===== config.mk =====
export PLATFORM = sky130hd
export DESIGN_NAME = iie_unit
export DESIGN_NICKNAME = d
export VERILOG_FILES = /design/src/rtl/iie_pkg.sv /design/src/rtl/iie_unit.sv
export SDC_FILE = /design/constraint.sdc
export NUM_CORES = 2
export LEC_CHECK = 0
export BUFFER_PORTS_ARGS = -buffer_cell sky130_fd_sc_hd__buf_2
export CAP_MARGIN = 20
export CORE_MARGIN = 5
export CORE_UTILIZATION = 33
export CTS_BUF_LIST = sky130_fd_sc_hd__clkbuf_4 sky130_fd_sc_hd__clkbuf_8 sky130_fd_sc_hd__clkbuf_16
export DETAILED_ROUTE_END_ITERATION = 10
export PLACE_DENSITY = 0.54
export SLEW_MARGIN = 20
export SYNTH_ARGS = -nofsm -noshare
export SYNTH_HDL_FRONTEND = slang
export SYNTH_SLANG_ARGS = --single-unit

===== constraint.sdc =====
create_clock -name clk_sys -period 4.8 [get_ports clk_sys]
set_input_delay 0.48 -clock clk_sys [delete_from_list [all_inputs] [get_ports clk_sys]]
set_output_delay 0.48 -clock clk_sys [all_outputs]
set_load 0.03 [all_outputs]

===== src/rtl/iie_pkg.sv =====
package iie_pkg;
  localparam int NCH = 8;                              // channel count
  localparam int CLK_HZ = 25000000;                    // system clock rate
  localparam int SAMPLE_US = 100;                      // fast sample period, us
  localparam int FILTER_MS = 5;                        // filter tick period, ms
  localparam int SAMPLE_CYC = (CLK_HZ / 1000000) * SAMPLE_US;  // cycles per sample tick
  localparam int FILTER_TICKS = (FILTER_MS * 1000) / SAMPLE_US; // sample ticks per filter tick
  localparam logic [15:0] FILT_MIN = 16'h0002;         // smallest sampling number
  // register word offsets (byte addresses)
  localparam logic [7:0] A_STATE    = 8'h00;  // ro: reported states
  localparam logic [7:0] A_FILT_EN  = 8'h04;  // filter enables
  localparam logic [7:0] A_PM_EN    = 8'h08;  // pattern-match enables
  localparam logic [7:0] A_PM_VAL   = 8'h0c;  // pattern value
  localparam logic [7:0] A_COS_EN   = 8'h10;  // change-of-state enables
  localparam logic [7:0] A_COS_MODE = 8'h14;  // [0] rising, [1] falling
  localparam logic [7:0] A_CNT_EN   = 8'h18;  // counter enables
  localparam logic [7:0] A_CNT_EDGE = 8'h1c;  // 1 = falling edge counts
  localparam logic [7:0] A_IRQ_EN   = 8'h20;  // [0] pm [1] cos [2] match [3] ovf
  localparam logic [7:0] A_PEND     = 8'h24;  // pending, write 1 to clear [1:0]; [3:2] read only
  localparam logic [7:0] A_MPEND    = 8'h28;  // per-channel match pending, w1c
  localparam logic [7:0] A_OPEND    = 8'h2c;  // per-channel overflow pending, w1c
  localparam logic [7:0] A_CH_BASE  = 8'h40;  // per-channel block base
  localparam int CH_STRIDE = 32;               // bytes per channel block
  localparam logic [4:0] C_HI  = 5'h00;  // high sample count
  localparam logic [4:0] C_LO  = 5'h04;  // low sample count
  localparam logic [4:0] C_RLD = 5'h08;  // reload value
  localparam logic [4:0] C_MAT = 5'h0c;  // match value
  localparam logic [4:0] C_CNT = 5'h10;  // ro: counter value
  localparam logic [15:0] FILT_RST = 16'h0002;  // sample count after reset
  localparam logic [15:0] A_TOP = 16'(A_CH_BASE) + 16'(NCH * CH_STRIDE) - 16'h0001; // last address
  typedef struct packed {
    logic [31:0] adr;
    logic [31:0] dat;
    logic [3:0]  sel;
    logic        we;
    logic        cyc;
    logic        stb;
  } iie_wbreq_s;
  typedef struct packed {
    logic [31:0] dat;
    logic        ack;
  } iie_wbrsp_s;
endpackage


===== src/rtl/iie_unit.sv =====
`timescale 1ns/100ps
module iie_unit (
  input  wire logic                clk_sys,          // system clock
  input  wire logic                resetn,           // async reset, active low
  input  wire logic [7:0]          isolated_input_n, // field inputs, asynchronous
  input  wire iie_pkg::iie_wbreq_s wb_req,           // wishbone request
  output iie_pkg::iie_wbrsp_s      wb_rsp,           // wishbone answer
  output logic                     irq               // shared interrupt
);
  import iie_pkg::*;

  // all state of the block
  typedef struct packed {
    logic [7:0]      sync1;      // synchroniser stage one
    logic [7:0]      sync2;      // synchroniser stage two
    logic [11:0]     div;        // sample divider
    logic [5:0]      fdiv;       // filter tick divider
    logic [7:0]      state;      // reported states
    logic [7:0]      state_q;    // last reported states for edges
    logic            pm_q;       // match condition last cycle
    logic [7:0]      filt_en;
    logic [7:0]      pm_en;
    logic [7:0]      pm_val;
    logic [7:0]      cos_en;
    logic [1:0]      cos_mode;
    logic [7:0]      cnt_en;
    logic [7:0]      cnt_edge;
    logic            irq_en;
    logic [1:0]      pend;       // [0] pattern, [1] change of state
    logic [7:0]      mpend;      // counter match pending
    logic [7:0]      opend;      // counter overflow pending
    logic [3:0]      src_en;     // source enables
    logic [NCH-1:0][15:0] hi_n;  // high sample numbers
    logic [NCH-1:0][15:0] lo_n;  // low sample numbers
    logic [NCH-1:0][15:0] fcnt;  // filter persistence counts
    logic [NCH-1:0][15:0] rld;   // reload values
    logic [NCH-1:0][15:0] mat;   // match values
    logic [NCH-1:0][15:0] cnt;   // event counters
    logic            ack;
    logic [31:0]     rdat;
    logic            irq;
  } iie_st_s;

  iie_st_s st;       // registered state
  iie_st_s next_st;  // next state

  // clamp a sampling number into its legal range
  function automatic logic [15:0] clamp_n(input logic [15:0] v);
    clamp_n = (v < FILT_MIN) ? FILT_MIN : v;
  endfunction

  logic       tick;     // 100 us sample tick
  logic       ftick;    // 5 ms filter tick
  logic [7:0] ch;       // selected channel in block area
  logic [4:0] creg;     // register within channel block
  logic       in_ch;    // address hits channel area
  logic       wr;       // write strobe taken this cycle
  logic [7:0] wrb;      // low byte of write data, lane gated
  logic [15:0] wrh;     // low half of write data, lane gated
  logic [7:0] rise;     // reported rising edges
  logic [7:0] fall;     // reported falling edges
  logic       pm_now;   // current match condition
  int         i;        // channel loop index

  // one combinational pass builds the whole next state
  // every field but rdat starts from its old value, so a branch that is not
  // taken simply holds; this keeps the block free of latches
  // the bus decode, the time base, the filters, the detectors and
  // the counters all read st and write next_st only; the pending clears also read next_st
  // decode and next-state logic
  always_comb begin
    next_st = st;
    tick    = (st.div == 12'(SAMPLE_CYC - 1));
    ftick   = tick && (st.fdiv == 6'(FILTER_TICKS - 1));
    // channel blocks run past the low byte, so decode the full address
    in_ch   = (wb_req.adr >= 32'(A_CH_BASE)) && (wb_req.adr <= 32'(A_TOP));
    ch      = 8'((wb_req.adr - 32'(A_CH_BASE)) >> 5);
    creg    = wb_req.adr[4:0];
    wr      = wb_req.cyc && wb_req.stb && wb_req.we && !st.ack;
    wrb     = wb_req.sel[0] ? wb_req.dat[7:0] : 8'h00;
    wrh     = {wb_req.sel[1] ? wb_req.dat[15:8] : 8'h00, wrb};
    // the contacts change at any time relative to clk_sys
    // only sync2 is read by logic; sync1 may be metastable
    // two flops before any logic reads the pins
    next_st.sync1 = isolated_input_n;
    next_st.sync2 = st.sync1;
    // the divider wraps after SAMPLE_CYC cycles and gives a one-cycle tick
    // the filter tick is a sub-multiple of the sample tick, so the two
    // always fall in the same cycle when the filter tick fires
    // both count from reset, so the first tick comes one full period later
    // time base: 100 us tick and 5 ms tick derived from it
    next_st.div = tick ? 12'h000 : st.div + 12'h001;
    if (tick) begin
      next_st.fdiv = (st.fdiv == 6'(FILTER_TICKS - 1)) ? 6'h00 : st.fdiv + 6'h01;
    end
    // unfiltered channels copy the synchronised level at each sample tick
    // filtered channels count filter ticks that disagree with the state
    // a single agreeing sample restarts the count, so chatter never
    // accumulates towards a change
    // the required count depends on the level being entered
    // a sampling number below the legal minimum is treated as the minimum
    // switching a filter off drops any partial count
    // per-channel input conditioning
    for (i = 0; i < NCH; i++) begin
      if (!st.filt_en[i]) begin
        if (tick) begin
          next_st.state[i] = st.sync2[i];  // follows at next sample
        end
        next_st.fcnt[i] = 16'h0000;
      end else if (ftick) begin  // filtered channel sampled each 5 ms
        if (st.sync2[i] == st.state[i]) begin
          next_st.fcnt[i] = 16'h0000;
        end else if (st.fcnt[i] + 16'h0001 >=
                     clamp_n(st.sync2[i] ? st.hi_n[i] : st.lo_n[i])) begin
          next_st.state[i] = st.sync2[i];
          next_st.fcnt[i]  = 16'h0000;
        end else begin
          next_st.fcnt[i] = st.fcnt[i] + 16'h0001;
        end
      end
    end
    // detectors and counters look at the reported state, never the pins,
    // so a filtered channel only raises events once its level is accepted
    // the edge copy lags the state by one cycle; edges last one cycle
    // edges of reported state feed the detectors
    rise   = st.state & ~st.state_q;
    fall   = ~st.state & st.state_q;
    pm_now = ((st.state ^ st.pm_val) & st.pm_en) == 8'h00;  // masked compare
    next_st.state_q = st.state;
    next_st.pm_q    = pm_now;
    // with no channel enabled the compare is trivially true; that case
    // raises nothing, but pm_q still tracks it, so enabling a channel
    // whose level already matches does not raise a false entry either
    // pattern match on entry only
    if (st.src_en[0] && st.pm_en != 8'h00 && pm_now && !st.pm_q) begin
      next_st.pend[0] = 1'b1;
    end
    // cos_mode bit 0 lets rising edges through, bit 1 falling ones
    // both bits set after reset, so any change counts by default
    // change of state on enabled channels
    if (st.src_en[1] && (((rise & {8{st.cos_mode[0]}}) |
                          (fall & {8{st.cos_mode[1]}})) & st.cos_en) != 8'h00) begin
      next_st.pend[1] = 1'b1;
    end
    // one event per selected edge of the reported state
    // the fastest unfiltered rate is one edge per sample tick, well above
    // the required event rate, so no event can be lost
    // reaching the top value marks overflow; the next event reloads
    // the match flag is raised as the counter becomes the match value
    // a disabled counter holds its value until it is enabled again
    // event counters
    for (i = 0; i < NCH; i++) begin
      if (st.cnt_en[i] && (st.cnt_edge[i] ? fall[i] : rise[i])) begin
        if (st.cnt[i] == 16'hffff) begin
          next_st.cnt[i] = st.rld[i];  // reload and go on
        end else begin
          next_st.cnt[i] = st.cnt[i] + 16'h0001;
          if (st.cnt[i] + 16'h0001 == 16'hffff && st.src_en[3]) begin
            next_st.opend[i] = 1'b1;  // reaching 65535 is overflow
          end
        end
        if (st.cnt[i] + 16'h0001 == st.mat[i] && st.cnt[i] != 16'hffff
            && st.src_en[2]) begin
          next_st.mpend[i] = 1'b1;  // match, counting continues
        end
      end
    end
    // a request is taken when cyc and stb are high and no ack stands
    // ack follows one cycle later and lasts one cycle, even if the master
    // still holds stb; read data is registered alongside it
    // unmapped reads answer with zero so software never sees stale data
    // bus answer: one ack per request, dropped the cycle after
    next_st.ack  = wb_req.cyc && wb_req.stb && !st.ack;
    next_st.rdat = 32'h00000000;
    if (wb_req.cyc && wb_req.stb && !st.ack && !wb_req.we) begin
      if (in_ch) begin
        if (creg == C_HI) begin
          next_st.rdat = {16'h0000, st.hi_n[ch[2:0]]};
        end else if (creg == C_LO) begin
          next_st.rdat = {16'h0000, st.lo_n[ch[2:0]]};
        end else if (creg == C_RLD) begin
          next_st.rdat = {16'h0000, st.rld[ch[2:0]]};
        end else if (creg == C_MAT) begin
          next_st.rdat = {16'h0000, st.mat[ch[2:0]]};
        end else if (creg == C_CNT) begin
          next_st.rdat = {16'h0000, st.cnt[ch[2:0]]};
        end
      end else if (wb_req.adr == {24'h0, A_STATE}) begin
        next_st.rdat = {24'h0, st.state};  // unfiltered bits refreshed each sample, filtered bits at 5 ms ticks
      end else if (wb_req.adr == {24'h0, A_FILT_EN}) begin
        next_st.rdat = {24'h0, st.filt_en};
      end else if (wb_req.adr == {24'h0, A_PM_EN}) begin
        next_st.rdat = {24'h0, st.pm_en};
      end else if (wb_req.adr == {24'h0, A_PM_VAL}) begin
        next_st.rdat = {24'h0, st.pm_val};
      end else if (wb_req.adr == {24'h0, A_COS_EN}) begin
        next_st.rdat = {24'h0, st.cos_en};
      end else if (wb_req.adr == {24'h0, A_COS_MODE}) begin
        next_st.rdat = {30'h0, st.cos_mode};
      end else if (wb_req.adr == {24'h0, A_CNT_EN}) begin
        next_st.rdat = {24'h0, st.cnt_en};
      end else if (wb_req.adr == {24'h0, A_CNT_EDGE}) begin
        next_st.rdat = {24'h0, st.cnt_edge};
      end else if (wb_req.adr == {24'h0, A_IRQ_EN}) begin
        next_st.rdat = {23'h0, st.irq_en, 4'h0, st.src_en};
      end else if (wb_req.adr == {24'h0, A_PEND}) begin
        next_st.rdat = {28'h0, |st.opend, |st.mpend, st.pend};
      end else if (wb_req.adr == {24'h0, A_MPEND}) begin
        next_st.rdat = {24'h0, st.mpend};
      end else if (wb_req.adr == {24'h0, A_OPEND}) begin
        next_st.rdat = {24'h0, st.opend};
      end
    end
    // writes land at the taking edge; byte lanes gate the data
    // an unselected lane writes zero into the 16-bit channel fields
    // the state byte and counter values are read only
    // pending flags clear by writing ones; a flag set in the same cycle
    // survives the clear so no event is lost
    // register writes; unmapped addresses ignored and read zero
    if (wr) begin
      if (in_ch) begin
        if (creg == C_HI) begin
          next_st.hi_n[ch[2:0]] = wrh;
        end else if (creg == C_LO) begin
          next_st.lo_n[ch[2:0]] = wrh;
        end else if (creg == C_RLD) begin
          next_st.rld[ch[2:0]] = wrh;
        end else if (creg == C_MAT) begin
          next_st.mat[ch[2:0]] = wrh;
        end
      end else if (wb_req.adr == {24'h0, A_FILT_EN}) begin
        next_st.filt_en = wrb;
      end else if (wb_req.adr == {24'h0, A_PM_EN}) begin
        next_st.pm_en = wrb;
      end else if (wb_req.adr == {24'h0, A_PM_VAL}) begin
        next_st.pm_val = wrb;
      end else if (wb_req.adr == {24'h0, A_COS_EN}) begin
        next_st.cos_en = wrb;
      end else if (wb_req.adr == {24'h0, A_COS_MODE}) begin
        next_st.cos_mode = wrb[1:0];
      end else if (wb_req.adr == {24'h0, A_CNT_EN}) begin
        // enabling a counter loads its reload value
        for (i = 0; i < NCH; i++) begin
          if (wrb[i] && !st.cnt_en[i]) begin
            next_st.cnt[i] = st.rld[i];
          end
        end
        next_st.cnt_en = wrb;
      end else if (wb_req.adr == {24'h0, A_CNT_EDGE}) begin
        next_st.cnt_edge = wrb;
      end else if (wb_req.adr == {24'h0, A_IRQ_EN}) begin
        next_st.src_en = wrb[3:0];
        if (wb_req.sel[1]) begin
          next_st.irq_en = wb_req.dat[8];  // one shared enable
        end
      end else if (wb_req.adr == {24'h0, A_PEND}) begin
        // clear unless set in the same cycle
        next_st.pend = next_st.pend & ~(wrb[1:0] & ~{
          (st.src_en[1] && next_st.pend[1] && !st.pend[1]),
          (next_st.pend[0] && !st.pend[0])});
      end else if (wb_req.adr == {24'h0, A_MPEND}) begin
        next_st.mpend = next_st.mpend & ~(wrb & ~(next_st.mpend & ~st.mpend));
      end else if (wb_req.adr == {24'h0, A_OPEND}) begin
        next_st.opend = next_st.opend & ~(wrb & ~(next_st.opend & ~st.opend));
      end
    end
    // the pin follows the next flags, so a clear drops it at once
    // irq_en gates only the pin; flags still collect while it is low
    // four sources, one gate
    next_st.irq = st.irq_en && ((|next_st.pend) || (|next_st.mpend) || (|next_st.opend));
  end

  // reset loads constants only: all enables off, counters at zero,
  // sampling numbers at their minimum and both edges selected
  // state register with asynchronous reset
  always_ff @(posedge clk_sys or negedge resetn) begin
    if (!resetn) begin
      st <= '0;
      for (int k = 0; k < NCH; k++) begin
        st.hi_n[k] <= FILT_RST;
        st.lo_n[k] <= FILT_RST;
      end
      st.cos_mode <= 2'h3;
    end else begin
      st <= next_st;
    end
  end

  // no logic between the state flops and the pins
  // outputs straight from flops
  assign wb_rsp.ack = st.ack;
  assign wb_rsp.dat = st.rdat;
  assign irq        = st.irq;

endmodule // iie_unit

==> results.json <==
{
  "status": "finished, final reports clean",
  "path_buf_inv": 2,
  "cp.required_ns": 5.46,
  "max_slew_margin": 0.237,
  "tightest_slew_ns": 1.14,
  "post-route-drc-count": 0,
  "netlist_area_um2": 54500,
  "stdcell_count": 8003,
  "avgSynthCellArea_um2": 9.35,
  "wl_per_cell_um": 26.8,
  "final_area_um2": 60900,
  "synth_xor_area_frac": 0.0599,
  "synth_mux_area_frac": 0.115,
  "finalNetCount": 5959,
  "max_freq_mhz": 226,
  "seqPwrFrac": 0.443,
  "core-area_um2": 165000,
  "postPlaceCellArea_um2": 57000,
  "synth-simple-area-share": 0.180,
  "fin_ws_ns": 0.379,
  "irDropWorstVdd_mv": 0.248,
  "crit_family": "compound AO/OA/AOI/OAI gates",
  "synth_top_family_by_area": "simple AND/OR/NAND/NOR gates",
  "slew_viol_final": 0,
  "register_area_um2": 22800,
  "drive_above_1_share": 0.123,
  "finClkSkew_ns": 0.0433,
  "synthCells": 5822,
  "p_sw_frac": 0.235,
  "clk_path_buf_depth": 3,
  "fp.dieH_um": 416,
  "post_cts_resized": 0,
  "arrival_ns": 5.08,
  "placed_cells": 7790,
  "start_util": 0.331,
  "period_share": 0.921,
  "power_density_nw_per_um2": 285,
  "power_w": 0.0173,
  "cts_buffers": 105,
  "grt_pass1_vias": 43300,
  "slowest_delay_ns": 0.68,
  "root_buffer": "clkbuf_16",
  "synth_compound_area_frac": 0.150,
  "critPathKind": "reg -> reg",
  "area_growth_pct": 11.9,
  "ys_seq_elements": 910,
  "rows": 149,
  "yosys_warnings": 0,
  "die-area_um2": 173000,
  "ys_seq_area_frac": 0.419,
  "drt_iter0_markers": 4886,
  "die_x_um": 416,
  "ys.flop_type": "dfrtp_1",
  "ioPinCount": 115,
  "drt_wl_total_mm": 214,
  "p_sw_w": 0.00407,
  "cts_sinks": 910,
  "grt_pass1_wl_mm": 310,
  "setup.worst_path.end_class": "flip-flop",
  "firstDrtPassIters": 5,
  "clkTransAtPathRegs_ns": 0.06,
  "crit_fanout": 16,
  "portBuffers": 80,
  "finalHoldViolCount": 0,
  "final_common_cell": "nand2_1",
  "place.gp.congestion": 1.01,
  "grt_use_total": 0.240,
  "dp_slack_ns": 0.318,
  "rsz0062_at_grt": "false",
  "viasPerCell": 5.76,
  "dpl.hpwl_mm": 159,
  "mostFrequentLayoutCells": "1025 x nand2_1, 892 x dfrtp_1, 755 x o21ai_0, 237 x nor2_1",
  "leakagePower_nw": 26.3,
  "final_antenna_net_count": 0,
  "worstSetupStartpointType": "flip-flop",
  "synthArstFlopShare": 1.00,
  "antenna_found_initial": 16,
  "setup_viol_count_final": 0,
  "ys_types": 99,
  "fin_tns_setup_ns": 0,
  "cts_tree": "yes",
  "htreeDepth": 3,
  "crit_top_cell": "a21o_1",
  "cp_cell_sequence": "buf_4, mux2i_1, nand4_1, nor4_1, nor2_1, ha_1, nand2b_1, a21o_1, a21o_1, a21o_1, a21o_1, a2111oi_0, o31a_1, buf_4, a41oi_1, mux2i_1",
  "clkLatencyLatePin_ns": 0.74,
  "min_path_type": "in -> reg",
  "combPwrFrac": 0.046,
  "pwr-share-clk": 0.511,
  "synthAdderAreaFrac": 0.0368,
  "p_int_w": 0.0133,
  "drv_cap": 0,
  "finalCriticalPeriod_ns": 4.42,
  "slowest_stage": "dfrtp_1",
  "multi_input_area_um2": 29700,
  "vias": 46100,
  "grt_overflow_total": 0,
  "nFillCells": 16500,
  "grt_start_max_net_pins": 133,
  "synth_edf_count": 0
}
[metrics by stage]
step,util,hold WS (ns)
finish,0.370,0.206
global placement,0.346,0.334
CTS,0.370,0.160
floorplan,-,0.184
detailed placement,0.346,0.336
global route,0.370,0.178
[area by class of cell]
| type | instances | share of cell area |
|---|---|---|
| well taps | 2189 | 0.0450 |
| clock buffers | 155 | 0.0514 |
| clock inverters | 38 | 0.0107 |
| multi-input cells | 4422 | 0.488 |
| repair buffers | 226 | 0.0275 |
| diodes | 10 | 0.000411 |
| flip-flops and latches | 910 | 0.374 |
| inverters | 53 | 0.00327 |
[worst reg2reg max path, stage by stage, from the launching register on]
cell and delay (ns):
dfrtp_1 0.68, buf_4 0.33, mux2i_1 0.37, nand4_1 0.14, nor4_1 0.37, nor2_1 0.10, ha_1 0.28, nand2b_1 0.14
a21o_1 0.17, a21o_1 0.17, a21o_1 0.17, a21o_1 0.17, a2111oi_0 0.44, o31a_1 0.26, buf_4 0.24, a41oi_1 0.15
mux2i_1 0.17
[cell families (layout without fill, tap and decap cells)]
logic type | count (synthesis) | count (layout)
DFF | 910 | 910
muxes | 419 | 419
other | 1 | 26
and+or+nand+nor | 2075 | 2075
AOI/OAI and AO/OA | 1389 | 1389
adders and majority gates | 160 | 160
xor gates and xnor gates | 363 | 363
buffers and inverters | 505 | 472
[power by group through the flow]
stage / Clock [W] / Sequential [W] / Combinational [W]
final: 0.00886 / 0.00769 / 0.000791
after global routing: 0.00931 / 0.00768 / 0.000842
after global placement: 0 / 0.00782 / 0.000787
after floorplan: 0 / 0.00782 / 0.000369
after detailed placement: 0 / 0.00782 / 0.000790
after CTS: 0.00901 / 0.00768 / 0.000797
[repair_timing]
item,CTS,global route
buffers inserted,0,0
setup endpoints to repair,0,0
hold buffers,10,0
endpoints found under the hold margin,69,0
[sequential cells by signal, indices dropped and copies added, names as in the netlist]
register	cells
st	876
next_st	16
irq	1
wb_rsp	17
[cells in the mapped netlist, types with 54 or more instances]
cell / number / area share
a21o_1: 65 / 0.0090
a21oi_1: 176 / 0.016
a31oi_1: 54 / 0.0062
and3_1: 78 / 0.0090
clkbuf_1: 333 / 0.023
dfrtp_1: 892 / 0.41
ha_1: 160 / 0.037
mux2i_1: 215 / 0.040
mux4_2: 162 / 0.067
nand2_1: 1042 / 0.072
nand3_1: 206 / 0.019
nand4_1: 149 / 0.017
nor2_1: 238 / 0.016
nor3_1: 57 / 0.0052
o21ai_0: 755 / 0.069
xnor2_1: 215 / 0.035
xor2_1: 142 / 0.023
[worst paths after layout]
check	startpoint	end	slack (ns)	cells after the start
setup / recovery	st[915]	st[511]	0.38	16
hold reg to reg	next_st[910]	st[910]	0.35	0
max in group asynchronous	resetn	st[286]	3.16	3
hold / removal	wb_req[4]	st[824]	0.21	3
setup reg to reg	st[915]	st[511]	0.38	16
min in group asynchronous	resetn	st[496]	0.33	2
[layer usage]
| metal | GRT usage | vias up | part of all wire |
|---|---|---|---|
| li1 | - | 20700 | - |
| met1 | 0.321 | 23000 | 0.41 |
| met2 | 0.373 | 1975 | 0.45 |
| met3 | 0.0411 | 403 | 0.078 |
| met4 | 0.127 | 0 | 0.061 |
| met5 | 0 | - | 0 |
Power figures use the tool's default switching activity.
